## src/design/iep_pkg.sv

```systemverilog
package iep_pkg;

    // special function register addresses
    localparam logic [7:0] ADDR_BASIC_PRIO = 8'hB8;
    localparam logic [7:0] ADDR_EXT_EN_ONE = 8'hE6;
    localparam logic [7:0] ADDR_EXT_EN_TWO = 8'hE7;
    localparam logic [7:0] ADDR_EXT_PRIO_ONE = 8'hF6;

    // reset values
    localparam logic [7:0] RST_BASIC_PRIO = 8'h00;
    localparam logic [7:0] RST_EXT_EN_ONE = 8'h00;
    localparam logic [7:0] RST_EXT_EN_TWO = 8'h00;
    localparam logic [7:0] RST_EXT_PRIO_ONE = 8'h00;

    // basic priority: upper two bits unused, read as ones
    localparam logic [7:0] BASIC_PRIO_RD_ONES = 8'hC0;
    localparam logic [7:0] BASIC_PRIO_WR_MASK = 8'h3F;
    // second enable: bit 6 reserved, reads zero
    localparam logic [7:0] EXT_EN_TWO_WR_MASK = 8'hBF;
    localparam logic [7:0] UNMAPPED_RDATA = 8'h00;

    // flag positions inside peripheral control bytes
    localparam int CMP_RISE_FLAG_BIT = 5;
    localparam int CMP_FALL_FLAG_BIT = 4;
    localparam int OSC_VALID_FLAG_BIT = 7;
    localparam int TIMER3_OVF_FLAG_BIT = 7;
    localparam int TWOWIRE_FLAG_BIT = 3;

    // source vector indices, lower index wins at equal level
    localparam int NUM_SRC = 22;
    localparam int SRC_IDX_W = 5;
    localparam int SRC_SERIAL_PERIPH = 6;
    localparam int SRC_TWOWIRE = 7;
    localparam int SRC_CONV_WINDOW = 8;
    localparam int SRC_COUNTER_ARRAY = 9;
    localparam int SRC_CMP0_FALL = 10;
    localparam int SRC_CMP0_RISE = 11;
    localparam int SRC_CMP1_FALL = 12;
    localparam int SRC_CMP1_RISE = 13;
    localparam int SRC_TIMER3 = 14;
    localparam int SRC_CONV_DONE = 15;
    localparam int SRC_EXT_PIN4 = 16;
    localparam int SRC_UNUSED = 20;
    localparam int SRC_CRYSTAL_VALID = 21;

    typedef struct packed {
        logic [7:0] addr;
        logic wr;
        logic rd;
        logic [7:0] wdata;
    } iep_sfr_req_t;

    typedef struct packed {
        logic valid;
        logic high;
        logic [4:0] idx;
    } iep_irq_t;

endpackage : iep_pkg

```

## src/design/iep_arb.sv

```systemverilog
`timescale 1ns/100ps
module iep_arb #(
    parameter int N = 22,
    parameter int IW = 5
) (
    // candidates
    input wire logic [N-1:0] req,
    input wire logic [N-1:0] high,
    // core service state
    input wire logic in_service_low,
    input wire logic in_service_high,
    // winner
    output logic valid,
    output logic win_high,
    output logic [IW-1:0] idx
);

    logic [N-1:0] req_hi;
    logic [N-1:0] req_lo;
    logic [N-1:0] pick;
    logic any_hi;
    logic any_lo;
    logic take_hi;
    logic take_lo;

    assign req_hi = req & high;
    assign req_lo = req & ~high;
    assign any_hi = |req_hi;
    assign any_lo = |req_lo;
    // high preempts low, nothing preempts high
    assign take_hi = any_hi && !in_service_high;
    assign take_lo = !take_hi && any_lo && !in_service_low && !in_service_high;
    assign pick = take_hi ? req_hi : req_lo;
    assign valid = take_hi || take_lo;
    assign win_high = take_hi;

    // lowest index wins within one level
    always_comb begin
        idx = '0;
        for (int i = N - 1; i >= 0; i--) begin
            if (pick[i]) begin
                idx = IW'(i);
            end
        end
    end

endmodule : iep_arb

```

## src/design/iep_ctrl.sv

```systemverilog
`timescale 1ns/100ps
// How it works
// basic priority bits 7-6 read ones, ignore writes
// basic priority ranks six classic sources
// first enable masks eight extended sources
// comparator enables use own edge flag
// two-wire, counter array, serial peripheral gating
// second enable masks crystal, pins, converter, timer3
// second enable bit 6 reads zero
// pin 4-7 enables gate own pins
// crystal and timer3 flags from control bit 7
// first extended priority ranks eight sources
// cleared enable blocks pending flag
// global enable overrides every mask
// high preempts low, high never preempted
// equal level falls back to index order
// requests sampled and decoded every cycle
// reset clears all enables and priorities; here only the four registers, not basic_en, ext_prio_two or global_irq_en
module iep_ctrl #(
    parameter int COUNTER_ARRAY_FLAGS = 6
) (
    // clock and reset
    input wire logic clk_sys,
    input wire logic reset,
    // special function register port
    input iep_pkg::iep_sfr_req_t sfr_req,
    output logic [7:0] sfr_rdata,
    // enables and priority held outside
    input wire logic global_irq_en,
    input wire logic [5:0] basic_en,
    input wire logic [7:0] ext_prio_two,
    // classic pending flags, vector order
    input wire logic [5:0] classic_flags,
    // peripheral flags
    input wire logic [3:0] serial_periph_flags,
    input wire logic [7:0] twowire_ctrl,
    input wire logic conv_window_flag,
    input wire logic [COUNTER_ARRAY_FLAGS-1:0] counter_array_flags,
    input wire logic [7:0] cmp0_ctrl,
    input wire logic [7:0] cmp1_ctrl,
    input wire logic [7:0] timer3_ctrl,
    input wire logic conv_done_flag,
    input wire logic [3:0] ext_pin_flags,
    input wire logic [7:0] ext_osc_ctrl,
    // core service state
    input wire logic in_service_low,
    input wire logic in_service_high,
    // request to core
    output iep_pkg::iep_irq_t irq,
    // register views
    output logic [7:0] ext_en_one,
    output logic [7:0] ext_en_two,
    output logic [7:0] basic_prio,
    output logic [7:0] ext_prio_one
);

    logic [7:0] basic_prio_r;
    logic [7:0] ext_en_one_r;
    logic [7:0] ext_en_two_r;
    logic [7:0] ext_prio_one_r;
    logic [7:0] sfr_rdata_r;
    logic [7:0] sfr_rdata_nxt;
    iep_pkg::iep_irq_t irq_r;
    iep_pkg::iep_irq_t irq_nxt;

    wire logic hit_basic_prio = sfr_req.addr == iep_pkg::ADDR_BASIC_PRIO;
    wire logic hit_ext_en_one = sfr_req.addr == iep_pkg::ADDR_EXT_EN_ONE;
    wire logic hit_ext_en_two = sfr_req.addr == iep_pkg::ADDR_EXT_EN_TWO;
    wire logic hit_ext_prio_one = sfr_req.addr == iep_pkg::ADDR_EXT_PRIO_ONE;

    wire logic wr_basic_prio = sfr_req.wr && hit_basic_prio;
    wire logic wr_ext_en_one = sfr_req.wr && hit_ext_en_one;
    wire logic wr_ext_en_two = sfr_req.wr && hit_ext_en_two;
    wire logic wr_ext_prio_one = sfr_req.wr && hit_ext_prio_one;

    // stored images keep unused bits at zero
    wire logic [7:0] basic_prio_wval = sfr_req.wdata & iep_pkg::BASIC_PRIO_WR_MASK;
    wire logic [7:0] ext_en_two_wval = sfr_req.wdata & iep_pkg::EXT_EN_TWO_WR_MASK;

    // read views
    wire logic [7:0] basic_prio_view = basic_prio_r | iep_pkg::BASIC_PRIO_RD_ONES;
    wire logic [7:0] ext_en_two_view = ext_en_two_r & iep_pkg::EXT_EN_TWO_WR_MASK;

    assign sfr_rdata_nxt = hit_basic_prio ? basic_prio_view :
                           hit_ext_en_one ? ext_en_one_r :
                           hit_ext_en_two ? ext_en_two_view :
                           hit_ext_prio_one ? ext_prio_one_r :
                           iep_pkg::UNMAPPED_RDATA;

    // classic and extended pending flags, vector order
    logic [iep_pkg::NUM_SRC-1:0] pend;
    always_comb begin
        pend = '0;
        pend[5:0] = classic_flags;
        pend[iep_pkg::SRC_SERIAL_PERIPH] = |serial_periph_flags;
        pend[iep_pkg::SRC_TWOWIRE] = twowire_ctrl[iep_pkg::TWOWIRE_FLAG_BIT];
        pend[iep_pkg::SRC_CONV_WINDOW] = conv_window_flag;
        pend[iep_pkg::SRC_COUNTER_ARRAY] = |counter_array_flags;
        pend[iep_pkg::SRC_CMP0_FALL] = cmp0_ctrl[iep_pkg::CMP_FALL_FLAG_BIT];
        pend[iep_pkg::SRC_CMP0_RISE] = cmp0_ctrl[iep_pkg::CMP_RISE_FLAG_BIT];
        pend[iep_pkg::SRC_CMP1_FALL] = cmp1_ctrl[iep_pkg::CMP_FALL_FLAG_BIT];
        pend[iep_pkg::SRC_CMP1_RISE] = cmp1_ctrl[iep_pkg::CMP_RISE_FLAG_BIT];
        pend[iep_pkg::SRC_TIMER3] = timer3_ctrl[iep_pkg::TIMER3_OVF_FLAG_BIT];
        pend[iep_pkg::SRC_CONV_DONE] = conv_done_flag;
        pend[iep_pkg::SRC_EXT_PIN4 +: 4] = ext_pin_flags;
        pend[iep_pkg::SRC_CRYSTAL_VALID] = ext_osc_ctrl[iep_pkg::OSC_VALID_FLAG_BIT];
    end

    // enable registers concatenated in vector order, bit i of the first enable at index 6+i
    wire logic [iep_pkg::NUM_SRC-1:0] src_en = {ext_en_two_view, ext_en_one_r, basic_en};
    wire logic [iep_pkg::NUM_SRC-1:0] src_high =
        {ext_prio_two, ext_prio_one_r, basic_prio_r[5:0]};
    // unused slot can never request even if its enable were set
    wire logic [iep_pkg::NUM_SRC-1:0] src_req =
        (pend & src_en & ~(iep_pkg::NUM_SRC'(1) << iep_pkg::SRC_UNUSED))
        & {iep_pkg::NUM_SRC{global_irq_en}};

    logic arb_valid;
    logic arb_high;
    logic [iep_pkg::SRC_IDX_W-1:0] arb_idx;

    iep_arb #(
        .N(iep_pkg::NUM_SRC),
        .IW(iep_pkg::SRC_IDX_W)
    ) u_arb (
        .req(src_req),
        .high(src_high),
        .in_service_low(in_service_low),
        .in_service_high(in_service_high),
        .valid(arb_valid),
        .win_high(arb_high),
        .idx(arb_idx)
    );

    assign irq_nxt = '{valid: arb_valid, high: arb_high, idx: arb_idx};

    always_ff @(posedge clk_sys) begin
        if (reset) begin
            basic_prio_r <= iep_pkg::RST_BASIC_PRIO;
            ext_en_one_r <= iep_pkg::RST_EXT_EN_ONE;
            ext_en_two_r <= iep_pkg::RST_EXT_EN_TWO;
            ext_prio_one_r <= iep_pkg::RST_EXT_PRIO_ONE;
        end else begin
            if (wr_basic_prio) begin
                basic_prio_r <= basic_prio_wval;
            end
            if (wr_ext_en_one) begin
                ext_en_one_r <= sfr_req.wdata;
            end
            if (wr_ext_en_two) begin
                ext_en_two_r <= ext_en_two_wval;
            end
            if (wr_ext_prio_one) begin
                ext_prio_one_r <= sfr_req.wdata;
            end
        end
    end

    // read data and request both registered; one cycle latency each
    always_ff @(posedge clk_sys) begin
        if (reset) begin
            sfr_rdata_r <= 8'h00;
            irq_r <= '0;
        end else begin
            if (sfr_req.rd) begin
                sfr_rdata_r <= sfr_rdata_nxt;
            end
            irq_r <= irq_nxt;
        end
    end

    assign sfr_rdata = sfr_rdata_r;
    assign irq = irq_r;
    assign basic_prio = basic_prio_view;
    assign ext_en_one = ext_en_one_r;
    assign ext_en_two = ext_en_two_view;
    assign ext_prio_one = ext_prio_one_r;

endmodule : iep_ctrl

```

## config.mk

```make
export PLATFORM = sky130hd
export DESIGN_NAME = iep_ctrl
export DESIGN_NICKNAME = d
export VERILOG_FILES = /design/src/design/iep_pkg.sv /design/src/design/iep_arb.sv /design/src/design/iep_ctrl.sv
export SDC_FILE = /design/constraint.sdc
export NUM_CORES = 1
export LEC_CHECK = 0
export ABC_AREA = 1
export ABC_CLOCK_PERIOD_IN_PS = 7400
export BUFFER_PORTS_ARGS = -buffer_cell sky130_fd_sc_hd__buf_4
export CORE_ASPECT_RATIO = 0.6
export CORE_MARGIN = 5
export CORE_UTILIZATION = 49
export CTS_BUF_LIST = sky130_fd_sc_hd__clkbuf_8
export CTS_CLUSTER_DIAMETER = 30
export DETAILED_ROUTE_END_ITERATION = 10
export PLACE_DENSITY_LB_ADDON = 0.25
export SYNTH_ARGS = -nofsm -noshare
export SYNTH_HDL_FRONTEND = slang
export SYNTH_HIERARCHICAL = 1
export SYNTH_SLANG_ARGS = --single-unit
```

## constraint.sdc

```tcl
create_clock -name clk_sys -period 7.4 [get_ports clk_sys]
set_input_delay 0.74 -clock clk_sys [delete_from_list [all_inputs] [get_ports clk_sys]]
set_output_delay 0.74 -clock clk_sys [all_outputs]
set_load 0.01 [all_outputs]
```

==> impl_summary.log <==
INFO  metric status = finished clean
INFO  metric fin_tns_setup = 0 ns
INFO  metric grt-ovfl-total = 0
INFO  metric grt_use_total = 0.253
INFO  metric max-cap-violations = 0
INFO  metric worst_ir_drop_vdd = 0.0686 mV
INFO  metric worst_hold_slack = 0.516 ns
INFO  metric tritoncts = yes
INFO  metric route.detailed.wl_per_inst = 14.5 um
INFO  metric design.core.area = 6060 um^2
INFO  metric worst_hold_path_type = register to register
INFO  metric path_common_cell = sky130_fd_sc_hd__nand2_1
INFO  metric clock_skew = 0.0115 ns
INFO  metric io_buffer_count = 109
INFO  metric floorplan.die.width = 112 um
INFO  metric detailed_place_hpwl = 8160 um
INFO  metric slowest_stage_delay_cp = 0.47 ns
INFO  metric insertion_delay = 0.30 ns
INFO  metric leak = 1.92 nW
INFO  metric syn2layout_area_growth = 29.8%
INFO  metric share_of_total_power_in_combinational_logic = 0.210
INFO  metric synth-warning-count = 6
INFO  metric rsz0062_at_grt = false
INFO  metric syn_area_per_cell = 5.90 um^2
INFO  metric synth_async_sr_flop_share = 0
INFO  metric row_count = 22
INFO  metric power_switching = 0.000142 W
INFO  metric n_fill_cell = 594
INFO  metric timing_hold_violations_final = 0
INFO  metric numClockSinks = 44
INFO  metric worst-setup-path-type = primary input to register
INFO  metric cts_max_path_buffers = 2
INFO  metric boundaryPins = 146
INFO  metric p_sw_frac = 0.287
INFO  metric wl = 10200 um
INFO  metric tightestPinTransition = 0.641 ns
INFO  metric share_of_total_power_in_the_clock_network = 0.297
INFO  metric critical_path.startpoint_type = primary input
INFO  metric place_congestion = 0.933
INFO  metric vias_per_cell = 5.17
INFO  metric layout.nets = 715
INFO  metric design_area = 3950 um^2
INFO  metric worstPathRequired = 7.64 ns
INFO  metric die_height = 71.0 um
INFO  metric drc = 0
INFO  metric post_synth_edffs = 0
INFO  metric post_synth_instance_area = 3040 um^2
INFO  metric path_max_fanout = 32
INFO  metric layout_min_cycle_time = 3.71 ns
INFO  metric slew_headroom = 0.572
INFO  metric antenna_left = 0
INFO  metric seq_power_share = 0.493
INFO  metric route.vias.total = 3625
INFO  metric yosysUniqueCellTypes = 34
INFO  metric internal-power = 0.000352 W
INFO  metric timing_max_transition_violations_final = 0
INFO  metric post-cts-setup-buffers = 0
INFO  metric post_cts_resize_count = 0
INFO  metric largest_net_degree_at_the_start_of_global_routing = 38
INFO  metric min_period_over_period = 0.502
INFO  metric antenna_violations_before_repair = 0
INFO  metric antennaDiodeCount = 0
INFO  metric grt_pass1_vias = 3266
INFO  metric die-area = 7930 um^2
INFO  metric postSynthRegisterBits = 44
INFO  metric drive_above_1_share = 0.227
INFO  metric drt_iter0_markers = 391
INFO  metric power.density_cell_area = 125 nW/um^2
INFO  metric maximum_clock_rate = 269 MHz
INFO  metric total_power = 0.000494 W
INFO  metric timing.critical_path.arrival = 3.96 ns
INFO  metric detailed_router_iteration_count_before_antenna_repair = 5
INFO  metric setup_viol = 0
INFO  metric holdBufCountCts = 0
INFO  metric floorplan.initialDensity = 0.502
INFO  metric end_kind = register
INFO  metric cts.root.buffer_cell = sky130_fd_sc_hd__clkbuf_8
INFO  metric htree_num_levels = 2
INFO  metric cts_buffers = 5
INFO  metric number_of_instances_in_the_synthesized_netlist = 515
INFO  metric dominantRegCellSynth = sky130_fd_sc_hd__dfxtp_1
INFO  metric path_clk_slew = 0.09 ns
INFO  metric placedInstanceArea = 3860 um^2
INFO  metric critical-path-slowest-cell = sky130_fd_sc_hd__inv_1
INFO  metric grt_pass1_wl = 16100 um
INFO  metric ys_seq_area_frac = 0.290
power by group through the flow:
stage | combinational [W] | sequential, W | clock [W]
6_report | 0.000104 | 0.000244 | 0.000147
5_1_grt | 0.000115 | 0.000244 | 0.000158
4_1_cts | 0.000102 | 0.000244 | 0.000150
3_5_place_dp | 0.000102 | 0.000249 | 0
3_3_place_gp | 0.000100 | 0.000249 | 0
2_1_floorplan | 0.0000529 | 0.000252 | 0
cells in the final DEF, fill, tap and decap left out, types with 2 or more instances in the layout:
cell / synthesis / routed
sky130_fd_sc_hd__nand3_4: 3 / 3
sky130_fd_sc_hd__a21oi_1: 32 / 32
sky130_fd_sc_hd__nor2_4: 2 / 2
sky130_fd_sc_hd__clkinv_4: 2 / 3
sky130_fd_sc_hd__nand2_4: 2 / 2
sky130_fd_sc_hd__nor2_8: 3 / 3
sky130_fd_sc_hd__nand4_1: 5 / 5
sky130_fd_sc_hd__o21ai_0: 16 / 16
sky130_fd_sc_hd__nor2_1: 80 / 80
sky130_fd_sc_hd__nand2_1: 175 / 175
sky130_fd_sc_hd__conb_1: 2 / 5
sky130_fd_sc_hd__inv_1: 53 / 55
sky130_fd_sc_hd__clkbuf_8: 0 / 5
sky130_fd_sc_hd__o21ai_1: 13 / 13
sky130_fd_sc_hd__nand3_1: 38 / 38
sky130_fd_sc_hd__inv_2: 2 / 2
sky130_fd_sc_hd__nand2_2: 6 / 6
sky130_fd_sc_hd__dfxtp_1: 44 / 44
sky130_fd_sc_hd__buf_4: 3 / 109
sky130_fd_sc_hd__nor4_1: 8 / 8
layer usage:
metal,GRT usage,wire length [um],vias up
met5,0.0364,36,-
met4,0.0472,81,2
met3,0.0692,1120,11
met2,0.365,4060,178
met1,0.374,4880,1608
li1,-,-,1826
through the flow:
| stage | utilization | worst slack [ns] | std cells |
|---|---|---|---|
| after floorplan | - | 4.41 | 518 |
| after global placement | 0.638 | 3.54 | 693 |
| after detailed placement | 0.638 | 3.49 | 693 |
| after CTS | 0.652 | 3.79 | 701 |
| after global routing | 0.652 | 3.34 | 701 |
| final | 0.652 | 3.69 | 701 |
final cells by class:
class | instances | area (um^2) | area share
Clock buffer | 5 | 68.8 | 0.0174
Inverter | 58 | 229 | 0.0580
Multi-Input combinational cell | 398 | 1830 | 0.463
Tap cell | 84 | 105 | 0.0266
Sequential cell | 44 | 881 | 0.223
Timing Repair Buffer | 109 | 818 | 0.207
Clock inverter | 3 | 16.3 | 0.00412
synth_stat cells, types with 2 or more instances:
| cell | instances | share of area |
|---|---|---|
| sky130_fd_sc_hd__nand2_4 | 2 | 0.0074 |
| sky130_fd_sc_hd__nor2_8 | 3 | 0.020 |
| sky130_fd_sc_hd__nor2_1 | 80 | 0.099 |
| sky130_fd_sc_hd__inv_1 | 53 | 0.065 |
| sky130_fd_sc_hd__o21ai_0 | 16 | 0.026 |
| sky130_fd_sc_hd__buf_6 | 4 | 0.015 |
| sky130_fd_sc_hd__nand3_4 | 3 | 0.017 |
| sky130_fd_sc_hd__buf_4 | 3 | 0.0074 |
| sky130_fd_sc_hd__nor4_1 | 8 | 0.016 |
| sky130_fd_sc_hd__clkinv_4 | 2 | 0.0058 |
| sky130_fd_sc_hd__nand2_2 | 6 | 0.012 |
| sky130_fd_sc_hd__dfxtp_1 | 44 | 0.29 |
| sky130_fd_sc_hd__inv_2 | 2 | 0.0025 |
| sky130_fd_sc_hd__nand3_1 | 38 | 0.063 |
| sky130_fd_sc_hd__conb_1 | 2 | 0.0025 |
| sky130_fd_sc_hd__nand2_1 | 175 | 0.22 |
| sky130_fd_sc_hd__a21oi_1 | 32 | 0.053 |
| sky130_fd_sc_hd__clkbuf_1 | 6 | 0.0074 |
| sky130_fd_sc_hd__nand4_1 | 5 | 0.010 |
| sky130_fd_sc_hd__buf_2 | 4 | 0.0066 |
| sky130_fd_sc_hd__o21ai_1 | 13 | 0.021 |
| sky130_fd_sc_hd__nor2_4 | 2 | 0.0074 |
sequential cells by signal, summed over array words and instances, names as in the netlist:
name and flops:
ext_en_one 8, ext_prio_one 8, sfr_rdata 8, ext_en_two_r 7, irq 7, basic_prio_r 6
kinds of logic (layout without fill, tap and decap cells):
kind of cell,Yosys count,after routing,share of synthesized area
and+or+nand+nor,326,326,0.478
buffers and inverters,76,175,0.113
AOI/OAI and AO/OA,67,67,0.117
DFF,44,44,0.290
other,2,5,0.00247
worst max-delay path: cells and delay by family:
family	cells	cell delay [ns]
buf+inv	4	0.85
compound gates	1	0.11
simple gates	29	2.22
worst paths after layout:
| path | from | to | slack [ns] | depth (start not counted) |
|---|---|---|---|---|
| worst min register to register | ext_en_one[0] | ext_en_one[0] | 0.52 | 2 |
| worst min-delay path | ext_en_one[0] | ext_en_one[0] | 0.52 | 2 |
| worst max-delay path | global_irq_en | irq[0] | 3.69 | 34 |
| worst max register to register | ext_en_one[0] | irq[0] | 4.18 | 33 |
(Power assumes the default switching activity.)
